--- config.mk ---
export PLATFORM = sky130hd
export DESIGN_NAME = rtcc_top
export DESIGN_NICKNAME = d
export VERILOG_FILES = /design/src/rtl/rtcc_pkg.sv /design/src/rtl/rtcc_bcd_pair.sv /design/src/rtl/rtcc_top.sv
export VERILOG_INCLUDE_DIRS = /design/src /design/src/rtl
export SDC_FILE = /design/constraint.sdc
export NUM_CORES = 1
export LEC_CHECK = 0
export BUFFER_PORTS_ARGS = -buffer_cell sky130_fd_sc_hd__buf_2
export CAP_MARGIN = 20
export CORE_AREA = 4 4 113 158
export CTS_CLUSTER_DIAMETER = 40
export DETAILED_ROUTE_END_ITERATION = 12
export DIE_AREA = 0 0 117 162
export HOLD_SLACK_MARGIN = 0.15
export PLACE_DENSITY = 0.74
export SLEW_MARGIN = 20
export SYNTH_ARGS = -nofsm -noshare
export SYNTH_HDL_FRONTEND = slang
export SYNTH_SLANG_ARGS = --single-unit
export TNS_END_PERCENT = 10
--- constraint.sdc ---
create_clock -name ref_clk -period 6.4 [get_ports ref_clk]
set_input_delay 0.96 -clock ref_clk [delete_from_list [all_inputs] [get_ports ref_clk]]
set_output_delay 0.96 -clock ref_clk [all_outputs]
set_load 0.05 [all_outputs]
--- src/rtl/rtcc_map.svh ---
// register offsets, field ranges, reset values and counter limits of the calendar block
// assumes inclusion by bare name from the package and the design files
`ifndef RTCC_MAP_SVH
`define RTCC_MAP_SVH

`define RTCC_ADDR_W 8
`define RTCC_OFS_TIME 8'h00
`define RTCC_OFS_DATE 8'h04
`define RTCC_OFS_CTRL 8'h08
`define RTCC_OFS_IRQ_STATUS 8'h0C
`define RTCC_OFS_IRQ_MASK 8'h10
`define RTCC_OFS_CONFIG 8'h14

`define RTCC_TIME_PM 22
`define RTCC_TIME_HT 21:20
`define RTCC_TIME_HU 19:16
`define RTCC_TIME_MT 14:12
`define RTCC_TIME_MU 11:8
`define RTCC_TIME_ST 6:4
`define RTCC_TIME_SU 3:0

`define RTCC_DATE_YT 23:20
`define RTCC_DATE_YU 19:16
`define RTCC_DATE_WD 15:13
`define RTCC_DATE_MT 12
`define RTCC_DATE_MU 11:8
`define RTCC_DATE_DT 5:4
`define RTCC_DATE_DU 3:0

`define RTCC_CTRL_CALIBRATION_OUTPUT_ENABLE 23
`define RTCC_CTRL_SRC 22:21
`define RTCC_CTRL_POL 20
`define RTCC_CTRL_RATE 19
`define RTCC_CTRL_DST 18
`define RTCC_CTRL_SUB 17
`define RTCC_CTRL_ADD 16

`define RTCC_CFG_12H 0
`define RTCC_IRQ_W 3
`define RTCC_IRQ_SECOND 0
`define RTCC_IRQ_DAY 1
`define RTCC_IRQ_ADJUST 2

`define RTCC_RST_TIME 32'h00000000
`define RTCC_RST_DAY 8'h01
`define RTCC_RST_MONTH 8'h01
`define RTCC_RST_YEAR 8'h00
`define RTCC_RST_WEEKDAY 3'h1
`define RTCC_RST_CTRL 6'h00

`define RTCC_ASYNC_PRESCALER 7'h7F
`define RTCC_SYNC_PRESCALER 8'hFF
`define RTCC_APRE_MSB 6
`define RTCC_SPRE_MSB 7

`define RTCC_BCD_ZERO 8'h00
`define RTCC_BCD_ONE 8'h01
`define RTCC_BCD_NINE 4'h9
`define RTCC_SEC_MAX 8'h59
`define RTCC_MIN_MAX 8'h59
`define RTCC_MONTH_MAX 8'h12
`define RTCC_YEAR_MAX 8'h99
`define RTCC_HOUR24_MAX 8'h23
`define RTCC_HOUR12_MAX 8'h12
`define RTCC_HOUR12_LAST 8'h11
`define RTCC_WEEKDAY_LAST 3'h7
`define RTCC_WEEKDAY_NONE 3'h0

`endif

--- src/rtl/rtcc_pkg.sv ---
// types and BCD helpers shared by the calendar block
// assumes the map header sits beside it
`include "rtcc_map.svh"
`default_nettype none
package rtcc_pkg;

   typedef enum logic [1:0] {
      RTCC_SRC_OFF,
      RTCC_SRC_ALARM_A,
      RTCC_SRC_ALARM_B,
      RTCC_SRC_WAKEUP
   } rtcc_source_type;

   typedef struct packed {
      logic calibration_output_enable;
      rtcc_source_type event_output_source;
      logic event_output_polarity;
      logic calibration_rate_select;
      logic daylight_saving_flag;
   } rtcc_ctrl_type;

   typedef struct packed {
      logic [7:0] year;
      logic [2:0] weekday;
      logic [7:0] month;
      logic [7:0] day;
   } rtcc_date_type;

   typedef struct packed {
      logic alarm_a;
      logic alarm_b;
      logic wakeup;
   } rtcc_event_type;

   function automatic logic [7:0] rtcc_bcd_inc(input logic [7:0] v);
      if (v[3:0] == `RTCC_BCD_NINE) begin
         return {4'(v[7:4] + 4'h1), 4'h0};
      end
      return {v[7:4], 4'(v[3:0] + 4'h1)};
   endfunction

   function automatic logic [7:0] rtcc_bcd_dec(input logic [7:0] v);
      if (v[3:0] == 4'h0) begin
         return {4'(v[7:4] - 4'h1), `RTCC_BCD_NINE};
      end
      return {v[7:4], 4'(v[3:0] - 4'h1)};
   endfunction

endpackage
`default_nettype wire

--- src/rtl/rtcc_bcd_pair.sv ---
// one two-digit BCD counter with load, step and wrap from high back to low
// assumes step and load are single-cycle and load wins over step
`default_nettype none
module rtcc_bcd_pair
   import rtcc_pkg::*;
#(
   parameter logic [7:0] RESET_VALUE = 8'h00
) (
   input wire logic ref_clk,
   input wire logic rst_n,
   input wire logic load,
   input wire logic [7:0] load_value,
   input wire logic step,
   input wire logic [7:0] low,
   input wire logic [7:0] high,
   output logic [7:0] value,
   output logic wrap
);
   logic [7:0] next_value;

   always_comb begin
      wrap = step && (value >= high);
      next_value = value;
      if (load) begin
         next_value = load_value;
      end else if (wrap) begin
         next_value = low;
      end else if (step) begin
         next_value = rtcc_bcd_inc(value);
      end
   end

   always_ff @(posedge ref_clk) begin
      if (!rst_n) begin
         value <= RESET_VALUE;
      end else begin
         value <= next_value;
      end
   end
endmodule
`default_nettype wire

--- src/rtl/rtcc_top.sv ---
// calendar time and date counters, upper control fields, event and calibration outputs
// assumes a register master on a plain strobe port and kernel clock sampled on ref_clk
`include "rtcc_map.svh"
`default_nettype none
module rtcc_top
   import rtcc_pkg::*;
(
   input wire logic ref_clk,
   input wire logic rst_n,
   input wire logic [`RTCC_ADDR_W-1:0] addr,
   input wire logic [31:0] wr_data,
   input wire logic wr_en,
   input wire logic rd_en,
   output logic [31:0] rd_data,
   input wire logic rtc_kernel_clock,
   input wire rtcc_event_type events,
   output logic calibration_out,
   output logic event_out,
   output logic irq
);
   localparam int NPAIR = 5;
   localparam int P_SEC = 0;
   localparam int P_MIN = 1;
   localparam int P_DAY = 2;
   localparam int P_MON = 3;
   localparam int P_YEAR = 4;
   localparam logic [NPAIR*8-1:0] PAIR_RESET =
      {`RTCC_RST_YEAR, `RTCC_RST_MONTH, `RTCC_RST_DAY, `RTCC_BCD_ZERO, `RTCC_BCD_ZERO};

   // address decode shared by every write and read path
   function automatic logic hit(input logic [`RTCC_ADDR_W-1:0] a,
                                input logic [`RTCC_ADDR_W-1:0] ofs);
      return a == ofs;
   endfunction

   function automatic logic [7:0] month_days(input logic [7:0] month, input logic [7:0] year);
      logic leap;
      leap = year[4] ? (year[3:0] == 4'h2 || year[3:0] == 4'h6)
                     : (year[3:0] == 4'h0 || year[3:0] == 4'h4 || year[3:0] == 4'h8);
      case (month)
         8'h02: month_days = leap ? 8'h29 : 8'h28;
         8'h04, 8'h06, 8'h09, 8'h11: month_days = 8'h30;
         default: month_days = 8'h31;
      endcase
   endfunction

   // ---- kernel clock prescalers
   logic kclk_prev, next_kclk_prev;
   logic [6:0] apre_cnt, next_apre_cnt;
   logic [7:0] spre_cnt, next_spre_cnt;
   logic kclk_edge, apre_tick, sec_tick;

   always_comb begin
      next_kclk_prev = rtc_kernel_clock;
      kclk_edge = rtc_kernel_clock && !kclk_prev;
      apre_tick = kclk_edge && (apre_cnt == 7'h00);
      sec_tick = apre_tick && (spre_cnt == 8'h00);
      next_apre_cnt = apre_cnt;
      next_spre_cnt = spre_cnt;
      if (kclk_edge) begin
         next_apre_cnt = apre_tick ? `RTCC_ASYNC_PRESCALER : 7'(apre_cnt - 7'h1);
      end
      if (apre_tick) begin
         next_spre_cnt = sec_tick ? `RTCC_SYNC_PRESCALER : 8'(spre_cnt - 8'h1);
      end
   end

   always_ff @(posedge ref_clk) begin
      if (!rst_n) begin
         kclk_prev <= 1'b0;
         apre_cnt <= `RTCC_ASYNC_PRESCALER;
         spre_cnt <= `RTCC_SYNC_PRESCALER;
      end else begin
         kclk_prev <= next_kclk_prev;
         apre_cnt <= next_apre_cnt;
         spre_cnt <= next_spre_cnt;
      end
   end

   // ---- register writes
   logic wr_time, wr_date, wr_ctrl, wr_status, wr_mask, wr_cfg;
   logic add_hour, sub_hour;
   rtcc_ctrl_type ctrl, next_ctrl;
   logic twelve_hour, next_twelve_hour;

   always_comb begin
      wr_time = wr_en && hit(addr, `RTCC_OFS_TIME);
      wr_date = wr_en && hit(addr, `RTCC_OFS_DATE);
      wr_ctrl = wr_en && hit(addr, `RTCC_OFS_CTRL);
      wr_status = wr_en && hit(addr, `RTCC_OFS_IRQ_STATUS);
      wr_mask = wr_en && hit(addr, `RTCC_OFS_IRQ_MASK);
      wr_cfg = wr_en && hit(addr, `RTCC_OFS_CONFIG);
      add_hour = wr_ctrl && wr_data[`RTCC_CTRL_ADD];
      sub_hour = wr_ctrl && wr_data[`RTCC_CTRL_SUB];
      next_ctrl = ctrl;
      if (wr_ctrl) begin
         next_ctrl.calibration_output_enable = wr_data[`RTCC_CTRL_CALIBRATION_OUTPUT_ENABLE];
         next_ctrl.event_output_source = rtcc_source_type'(wr_data[`RTCC_CTRL_SRC]);
         next_ctrl.event_output_polarity = wr_data[`RTCC_CTRL_POL];
         next_ctrl.calibration_rate_select = wr_data[`RTCC_CTRL_RATE];
         next_ctrl.daylight_saving_flag = wr_data[`RTCC_CTRL_DST];
      end
      next_twelve_hour = wr_cfg ? wr_data[`RTCC_CFG_12H] : twelve_hour;
   end

   always_ff @(posedge ref_clk) begin
      if (!rst_n) begin
         ctrl <= rtcc_ctrl_type'(`RTCC_RST_CTRL);
         twelve_hour <= 1'b0;
      end else begin
         ctrl <= next_ctrl;
         twelve_hour <= next_twelve_hour;
      end
   end

   // ---- cascaded BCD counters
   logic [NPAIR-1:0] pair_load, pair_step, pair_wrap;
   logic [7:0] pair_load_value [NPAIR];
   logic [7:0] pair_low [NPAIR];
   logic [7:0] pair_high [NPAIR];
   logic [7:0] pair_value [NPAIR];
   logic [7:0] hour, next_hour;
   logic afternoon_flag, next_afternoon_flag;
   logic [2:0] weekday, next_weekday;
   logic day_carry, hour_adjusted;

   always_comb begin
      pair_load = {{3{wr_date}}, {2{wr_time}}};
      pair_load_value[P_SEC] = {1'b0, wr_data[`RTCC_TIME_ST], wr_data[`RTCC_TIME_SU]};
      pair_load_value[P_MIN] = {1'b0, wr_data[`RTCC_TIME_MT], wr_data[`RTCC_TIME_MU]};
      pair_load_value[P_DAY] = {2'b00, wr_data[`RTCC_DATE_DT], wr_data[`RTCC_DATE_DU]};
      pair_load_value[P_MON] = {3'b000, wr_data[`RTCC_DATE_MT], wr_data[`RTCC_DATE_MU]};
      pair_load_value[P_YEAR] = {wr_data[`RTCC_DATE_YT], wr_data[`RTCC_DATE_YU]};
      pair_low[P_SEC] = `RTCC_BCD_ZERO;
      pair_low[P_MIN] = `RTCC_BCD_ZERO;
      pair_low[P_DAY] = `RTCC_BCD_ONE;
      pair_low[P_MON] = `RTCC_BCD_ONE;
      pair_low[P_YEAR] = `RTCC_BCD_ZERO;
      pair_high[P_SEC] = `RTCC_SEC_MAX;
      pair_high[P_MIN] = `RTCC_MIN_MAX;
      pair_high[P_DAY] = month_days(pair_value[P_MON], pair_value[P_YEAR]);
      pair_high[P_MON] = `RTCC_MONTH_MAX;
      pair_high[P_YEAR] = `RTCC_YEAR_MAX;
      pair_step[P_SEC] = sec_tick && !wr_time;
      pair_step[P_MIN] = pair_wrap[P_SEC];
      pair_step[P_DAY] = day_carry && !wr_date;
      pair_step[P_MON] = pair_wrap[P_DAY];
      pair_step[P_YEAR] = pair_wrap[P_MON];
   end

   genvar g;
   generate
      for (g = 0; g < NPAIR; g++) begin : gen_pair
         rtcc_bcd_pair #(
            .RESET_VALUE(PAIR_RESET[g*8 +: 8])
         ) u_pair (
            .ref_clk(ref_clk),
            .rst_n(rst_n),
            .load(pair_load[g]),
            .load_value(pair_load_value[g]),
            .step(pair_step[g]),
            .low(pair_low[g]),
            .high(pair_high[g]),
            .value(pair_value[g]),
            .wrap(pair_wrap[g])
         );
      end
   endgenerate

   // hours with twelve-hour handling, hour adjust and weekday
   always_comb begin
      next_hour = hour;
      next_afternoon_flag = afternoon_flag;
      next_weekday = weekday;
      day_carry = 1'b0;
      hour_adjusted = 1'b0;
      if (wr_time) begin
         next_hour = {2'b00, wr_data[`RTCC_TIME_HT], wr_data[`RTCC_TIME_HU]};
         next_afternoon_flag = wr_data[`RTCC_TIME_PM];
      end else if (sub_hour) begin
         if (hour != `RTCC_BCD_ZERO) begin
            hour_adjusted = 1'b1;
            if (twelve_hour && hour == `RTCC_HOUR12_MAX) begin
               next_hour = `RTCC_HOUR12_LAST;
               next_afternoon_flag = !afternoon_flag;
            end else if (twelve_hour && hour == `RTCC_BCD_ONE) begin
               next_hour = `RTCC_HOUR12_MAX;
            end else begin
               next_hour = rtcc_bcd_dec(hour);
            end
         end
      end else if (add_hour || pair_wrap[P_MIN]) begin
         hour_adjusted = add_hour;
         if (twelve_hour) begin
            if (hour == `RTCC_HOUR12_LAST) begin
               next_hour = `RTCC_HOUR12_MAX;
               next_afternoon_flag = !afternoon_flag;
               day_carry = afternoon_flag;
            end else if (hour >= `RTCC_HOUR12_MAX) begin
               next_hour = `RTCC_BCD_ONE;
            end else begin
               next_hour = rtcc_bcd_inc(hour);
            end
         end else if (hour >= `RTCC_HOUR24_MAX) begin
            next_hour = `RTCC_BCD_ZERO;
            day_carry = 1'b1;
         end else begin
            next_hour = rtcc_bcd_inc(hour);
         end
      end
      if (wr_date) begin
         if (wr_data[`RTCC_DATE_WD] != `RTCC_WEEKDAY_NONE) begin
            next_weekday = wr_data[`RTCC_DATE_WD];
         end
      end else if (day_carry) begin
         next_weekday = (weekday == `RTCC_WEEKDAY_LAST) ? 3'h1 : 3'(weekday + 3'h1);
      end
   end

   always_ff @(posedge ref_clk) begin
      if (!rst_n) begin
         hour <= `RTCC_BCD_ZERO;
         afternoon_flag <= 1'b0;
         weekday <= `RTCC_RST_WEEKDAY;
      end else begin
         hour <= next_hour;
         afternoon_flag <= next_afternoon_flag;
         weekday <= next_weekday;
      end
   end

   // ---- interrupt status and mask
   logic [`RTCC_IRQ_W-1:0] irq_status, next_irq_status, irq_mask, next_irq_mask, irq_set;
   logic next_irq;

   always_comb begin
      irq_set = '0;
      irq_set[`RTCC_IRQ_SECOND] = sec_tick;
      irq_set[`RTCC_IRQ_DAY] = day_carry;
      irq_set[`RTCC_IRQ_ADJUST] = hour_adjusted;
      next_irq_status = irq_status;
      if (wr_status) begin
         next_irq_status = irq_status & ~wr_data[`RTCC_IRQ_W-1:0];
      end
      next_irq_status = next_irq_status | irq_set;
      next_irq_mask = wr_mask ? wr_data[`RTCC_IRQ_W-1:0] : irq_mask;
      next_irq = |(next_irq_status & next_irq_mask);
   end

   always_ff @(posedge ref_clk) begin
      if (!rst_n) begin
         irq_status <= '0;
         irq_mask <= '0;
         irq <= 1'b0;
      end else begin
         irq_status <= next_irq_status;
         irq_mask <= next_irq_mask;
         irq <= next_irq;
      end
   end

   // ---- outputs and read path
   rtcc_date_type date_now, date_hold, next_date_hold;
   logic hold_valid, next_hold_valid;
   logic [31:0] next_rd_data;
   logic next_calibration_out, next_event_out, source_active;

   always_comb begin
      date_now = '{year: pair_value[P_YEAR], weekday: weekday,
                   month: pair_value[P_MON], day: pair_value[P_DAY]};
      next_date_hold = date_hold;
      next_hold_valid = hold_valid;
      next_rd_data = '0;
      if (rd_en) begin
         if (hit(addr, `RTCC_OFS_TIME)) begin
            next_rd_data[`RTCC_TIME_PM] = afternoon_flag;
            next_rd_data[`RTCC_TIME_HT] = hour[5:4];
            next_rd_data[`RTCC_TIME_HU] = hour[3:0];
            next_rd_data[`RTCC_TIME_MT] = pair_value[P_MIN][6:4];
            next_rd_data[`RTCC_TIME_MU] = pair_value[P_MIN][3:0];
            next_rd_data[`RTCC_TIME_ST] = pair_value[P_SEC][6:4];
            next_rd_data[`RTCC_TIME_SU] = pair_value[P_SEC][3:0];
            next_date_hold = date_now;
            next_hold_valid = 1'b1;
         end else if (hit(addr, `RTCC_OFS_DATE)) begin
            next_date_hold = hold_valid ? date_hold : date_now;
            next_rd_data[`RTCC_DATE_YT] = next_date_hold.year[7:4];
            next_rd_data[`RTCC_DATE_YU] = next_date_hold.year[3:0];
            next_rd_data[`RTCC_DATE_WD] = next_date_hold.weekday;
            next_rd_data[`RTCC_DATE_MT] = next_date_hold.month[4];
            next_rd_data[`RTCC_DATE_MU] = next_date_hold.month[3:0];
            next_rd_data[`RTCC_DATE_DT] = next_date_hold.day[5:4];
            next_rd_data[`RTCC_DATE_DU] = next_date_hold.day[3:0];
            next_hold_valid = 1'b0;
         end else if (hit(addr, `RTCC_OFS_CTRL)) begin
            next_rd_data[`RTCC_CTRL_CALIBRATION_OUTPUT_ENABLE] = ctrl.calibration_output_enable;
            next_rd_data[`RTCC_CTRL_SRC] = ctrl.event_output_source;
            next_rd_data[`RTCC_CTRL_POL] = ctrl.event_output_polarity;
            next_rd_data[`RTCC_CTRL_RATE] = ctrl.calibration_rate_select;
            next_rd_data[`RTCC_CTRL_DST] = ctrl.daylight_saving_flag;
         end else if (hit(addr, `RTCC_OFS_IRQ_STATUS)) begin
            next_rd_data[`RTCC_IRQ_W-1:0] = irq_status;
         end else if (hit(addr, `RTCC_OFS_IRQ_MASK)) begin
            next_rd_data[`RTCC_IRQ_W-1:0] = irq_mask;
         end else if (hit(addr, `RTCC_OFS_CONFIG)) begin
            next_rd_data[`RTCC_CFG_12H] = twelve_hour;
         end
      end
      if (wr_time || wr_date) begin
         next_hold_valid = 1'b0;
      end
      next_calibration_out = ctrl.calibration_output_enable &&
         (ctrl.calibration_rate_select ? spre_cnt[`RTCC_SPRE_MSB] : apre_cnt[`RTCC_APRE_MSB]);
      case (ctrl.event_output_source)
         RTCC_SRC_ALARM_A: source_active = events.alarm_a;
         RTCC_SRC_ALARM_B: source_active = events.alarm_b;
         RTCC_SRC_WAKEUP: source_active = events.wakeup;
         default: source_active = 1'b0;
      endcase
      next_event_out = source_active ^ ctrl.event_output_polarity;
   end

   always_ff @(posedge ref_clk) begin
      if (!rst_n) begin
         date_hold <= '0;
         hold_valid <= 1'b0;
         rd_data <= '0;
         calibration_out <= 1'b0;
         event_out <= 1'b0;
      end else begin
         date_hold <= next_date_hold;
         hold_valid <= next_hold_valid;
         rd_data <= next_rd_data;
         calibration_out <= next_calibration_out;
         event_out <= next_event_out;
      end
   end
endmodule
`default_nettype wire

# ---- After elaboration in Yosys (flattened, before gate mapping)
# Index checks and enable logic that the tools add are counted.
dict set report totals {
  register_bits 139
  inputBits 48
}
dict set report op_classes {
  add_sub_neg 17
  n_lt_le_gt_ge 7
  eq_ne 35
  mux 126
  n_bitwise 8
  reduce_logical 82
}
# operator count
set op_table {}
lappend op_table {{$mux W8} 24}
lappend op_table {{$mux W27} 3}
lappend op_table {{$mux W7} 11}
lappend op_table {{$mux W1} 62}
lappend op_table {{$add A4 B1 Y4 const B} 12}
lappend op_table {{$mux W6} 8}
lappend op_table {{$reduce_bool A3 Y1} 14}
lappend op_table {{$eq A8 B5 Y1 const B} 5}
lappend op_table {{$mux W3} 10}
lappend op_table {{$eq A4 B4 Y1 const B} 7}
lappend op_table {{$reduce_and A2 Y1} 13}
lappend op_table {{$eq A8 B3 Y1 const B} 3}
lappend op_table {{$eq A8 B4 Y1 const B} 3}
lappend op_table {{$logic_and A1 B1 Y1} 21}
lappend op_table {{$mux W5} 4}
lappend op_table {{$reduce_or A3 Y1} 6}
lappend op_table {{$ge A8 B5 Y1 const B} 2}
lappend op_table {{$ge A8 B7 Y1 const B} 2}
lappend op_table {{$logic_not A8 Y1} 2}
lappend op_table {{$reduce_and A5 Y1} 3}
lappend op_table {{$mux W10} 1}
lappend op_table {{$ne A5 B2 Y1 const B} 2}
lappend op_table {{$pmux W5 S2} 1}
lappend op_table {{$eq A4 B3 Y1 const B} 2}
lappend op_table {{other kinds (35)} 54}

# ---- Longest topological paths before layout
dict set report depth {
  ltp_word 21
  mapped_depth 15
  mapped_depth_nobuf 14
}

# ---- Cells and area by module
# A second synthesis with hierarchy kept.
dict set report unflattened {
  cells_unflattened 1216
  hier_area_um2 9357.7
}
# mod instances cells_each area_per_inst_um2
set by_module_without_submodules {}
lappend by_module_without_submodules {rtcc_top 1 595 4839.6}
lappend by_module_without_submodules {{rtcc_bcd_pair (gen_pair[0].u_pair ...)} 3 127 914.6}
lappend by_module_without_submodules {{rtcc_bcd_pair (gen_pair[2].u_pair ...)} 2 120 887.1}

# ---- Worst setup path before layout
# OpenSTA, ideal clock, no wires.
dict set report synth_path {
  kind {reg-to-reg}
  start {register gen_pair[3].u_pair.value[4]}
  end {register gen_pair[3].u_pair.value[4]}
  setup_ps 120
  arrival_ps 3147
  slack_ps 3134
  path_stages_with_launch 14
  cell_sequence {dfxtp_1 -> inv_1 -> ha_1 -> mux2_2 -> a32o_1 -> a21oi_1 -> ha_1 -> or4b_1 -> a21oi_1 -> o211ai_1 -> and3_1 -> buf_2 -> and3_1 -> o31a_1}
}
dict set report synth_between {
  elab_chain_cells 8
  word_cells_on_any_way 20
}
# element line_no
set synth_lines {}
lappend synth_lines {{from (decl)} rtcc_bcd_pair.sv:16} ;# output logic [7:0] value,
lappend synth_lines {{from (signal assigned)} rtcc_bcd_pair.sv:37} ;# value <= next_value;
lappend synth_lines {{$eq A8 B3 Y1 (tied with other cells)} rtcc_top.sv:40} ;# case (month)
lappend synth_lines {{$reduce_or A4 Y1} rtcc_top.sv:40}
lappend synth_lines {{$pmux W5 S2} rtcc_top.sv:40}
lappend synth_lines {{$ge A8 B6 Y1} rtcc_bcd_pair.sv:22} ;# wrap = step && (value >= high);
lappend synth_lines {{$logic_and A1 B1 Y1 (2 in a row)} rtcc_bcd_pair.sv:22}
lappend synth_lines {{$reduce_bool A3 Y1 (no source line) / $mux W5 (equally long branches)} -}
lappend synth_lines {{$reduce_and A2 Y1 (no source line) / $mux W5 (equally long branches)} -}
# Several ways; a longest one is shown, not always the timed one. The select of a mux whose other input is x is not followed.
# A chain may end at the register's enable or synchronous reset.

# ---- Final worst setup path
# Ends and elaborated chain as after synthesis.

==> impl_results.md <==
* Post-Synthesis Cell Area at 7268 um^2
* RSZ-0062 raised after global routing: no
* Fin. Hold Viols at 0
* Synth top area share at 35.81%
* Hold slack at 0.4551 ns
* Crit path kind: reg -> reg
* Design Area, Final at 8207 um^2
* CP Capture Type: register
* Skew-Pair Late Insertion Delay at roughly 0.42 ns
* Final setup viols at 0
* Number of synthesized register bits at 130
* Pins over their slew limit at 0
* # fillers at 1,589
* PostCTS Resize Cnt at 0
* Pleak at 0.003069 uW
* Synth top area cells: dfxtp_1 (36%), nand2_1 (7.0%), a21oi_1 (5.1%)
* IO buf count at 64
* Cts bufs inserted at 17
* Distinct cells, synth at 82
* DRC viols at 0
* GRT Total Usage at roughly 22%
* Core ar. at 16,540 um^2
* Largest net degree at the start of global routing at 54
* CP Data Required Time at between 6 and 7 ns
* Clock slew seen by the registers of the worst setup and hold paths at 0.07 ns
* Ports at 83
* Status: finished clean
* ANT cells at 0
* Yosys top cell by area: dfxtp_1
* Worst VDD drop at 0.1630 mV
* Max Root-Sink Buffers at 2
* Min Tclk post-route at 3.678 ns
* Pwr per Cell Area at about 230 nW/um^2
* Vias per cell at 6.020
* CP arrival at 3.99 ns
* Psw at 464.7 uW
* Vias in the first global route at approximately 6,700
* Initial DRC count at 532
* Crit start category: register
* Chip width at 117 um
* Clock power frac at 51.5%
* Htree depth at 4
* Pwr Total at about 1900 uW
* Die area at 18,950 um^2
* Initial antenna violation count at 0
* Die Height at 162 um
* Most frequent cells in the layout: nand2_1 (136), dfxtp_1 (130), nor2_1 (76), a21oi_1 (74)
* MaxCap Viol Count at 0
* Total grt overflow at 0
* Number of nets in the layout at a little over 1,000
* Setup TNS at 0 ns
* GPL Wtd Cong at 0.8931
* Post-placement cell area at ~7600 um^2
* Initial Util at between 40% and 50%
* Sequential area share after synthesis at 35.81%
* Comb pwr share at 4.4%
* CTS tree: done
* Int Pwr at 1393 uW
* Switching Fraction at 25.02%
* HP Class: reg -> reg
* Peak Freq at 271.9 MHz
* Post-synth EDFFs at 0
* Post-DRT Antenna Nets at 0
* Worst Tran Pin Value at roughly 1.0 ns
* Top_reg_cell synth: dfxtp_1
* Ys async rst share at 0%
* Synthesis Warnings at 0
* Commonest non-fill, non-tap cell in the layout: nand2_1
* Number of clock sinks at 130
* HPWL after DPL at around 15,000 um
* Setup Skew at roughly 0.0099 ns
* Period utilization at 57.47%
* Via count at 7,043
* Rel. slew slack at 33.12%
* Final WL at 20,600 um
* Layout area overhead at 12.91%
* Post-cts hold buffer count at 0
* Post-CTS Setup Bufs at 0
* # rows at 56
* Mapped Cells at between 900 and 1,000
* Average size of a mapped cell at between 7 and 8 um^2
* Layout cells sized above 1 at 12.93%
* WL/cell at between 15 and 20 um
* Worst-path fanout max at 10
* Global-route wire length before repair at 33,460 um
* Flop pwr share at between 40% and 50%
* TritonRoute pass-1 iters at 5
* Root Driver: clkbuf_16
power groups by stage:
| stage | clock network, uW | registers (uW) | logic, uW |
|---|---|---|---|
| floorplan | 0 | 835 | 52.7 |
| global placement | 0 | 837 | 78.9 |
| detailed placement | 0 | 837 | 79.3 |
| CTS | 965 | 819 | 79.9 |
| global route | 1000 | 820 | 87.5 |
| finish | 957 | 819 | 81.2 |
worst paths after layout:
path	start	to	slack (ns)	cells past startpoint
worst min-delay path	date_hold[11]	date_hold[11]	0.46	2
worst max-delay path	gen_pair[3].u_pair.value[4]	gen_pair[3].u_pair.value[4]	2.72	12
worst max register to register	gen_pair[3].u_pair.value[4]	gen_pair[3].u_pair.value[4]	2.72	12
worst min register to register	date_hold[11]	date_hold[11]	0.46	2
cell families after synthesis:
kind of cell	count (synthesis)	synth area share (%)
and+or+nand+nor	368	25.00
AOI/OAI and AO/OA	259	23.19
DFF	130	35.81
buffers and inverters	95	5.509
muxes	28	3.908
adders and majority gates	24	4.132
xor gates and xnor gates	20	2.410
other	1	0.05159
flip-flops by register name (all words and copies together), names as in the netlist:
signal	flops
calibration_out	1
irq	1
irq_status	3
apre_cnt	7
hold_valid	1
afternoon_flag	1
gen_pair.u_pair.value	40
spre_cnt	8
weekday	3
date_hold	22
hour	8
ctrl	6
twelve_hour	1
event_out	1
irq_mask	3
kclk_prev	1
rd_data	23
metal layers:
| layer | vias to the layer above | wire length (um) | GRT usage (%) |
|---|---|---|---|
| met4 | 0 | 824 | 10.02 |
| met1 | 3342 | 8292 | 27.15 |
| met3 | 52 | 1151 | 3.392 |
| met2 | 261 | 10330 | 37.42 |
| met5 | - | 0 | 0 |
| li1 | 3388 | - | - |
through the flow:
stage               std cells  setup slack [ns]  utilization [%]
floorplan                 933             3.134                -
global placement         1138             2.817            46.10
detailed placement       1138             2.779            46.10
CTS                      1170             2.763            49.63
global route             1170             2.502            49.63
finish                   1170             2.722            49.63
cells in the mapped netlist, drive strengths merged (10+ instances only):
cell type	n
a21oi	74
a22oi	10
a31oi	19
and3	17
buf	15
clkbuf	54
dfxtp	130
ha	24
inv	25
mux2i	25
nand2	138
nand3	39
nand4	11
nor2	76
nor3	21
o21ai	70
xnor2	11
worst max-delay path, stage by stage, from the launching register on:
cell	delay (ns)
dfxtp_1	0.47
inv_1	0.10
ha_1	0.22
mux2_2	0.26
a32o_1	0.26
a21oi_1	0.15
ha_1	0.24
or4b_1	0.46
a21oi_1	0.19
o211ai_1	0.35
and3_1	0.43
and3_1	0.21
o31a_1	0.23
cell type report:
| class | instances | area, um^2 | area share (%) |
|---|---|---|---|
| multi-input combinational | 708 | 4295 | 52.34 |
| sequential | 130 | 2603 | 31.71 |
| inverter | 26 | 97.59 | 1.189 |
| tap | 203 | 254.0 | 3.095 |
| clock buffer | 18 | 439.2 | 5.351 |
| clock inverter | 14 | 145.1 | 1.769 |
| timing repair buffer | 71 | 372.9 | 4.543 |
(Power assumes the default switching activity.)
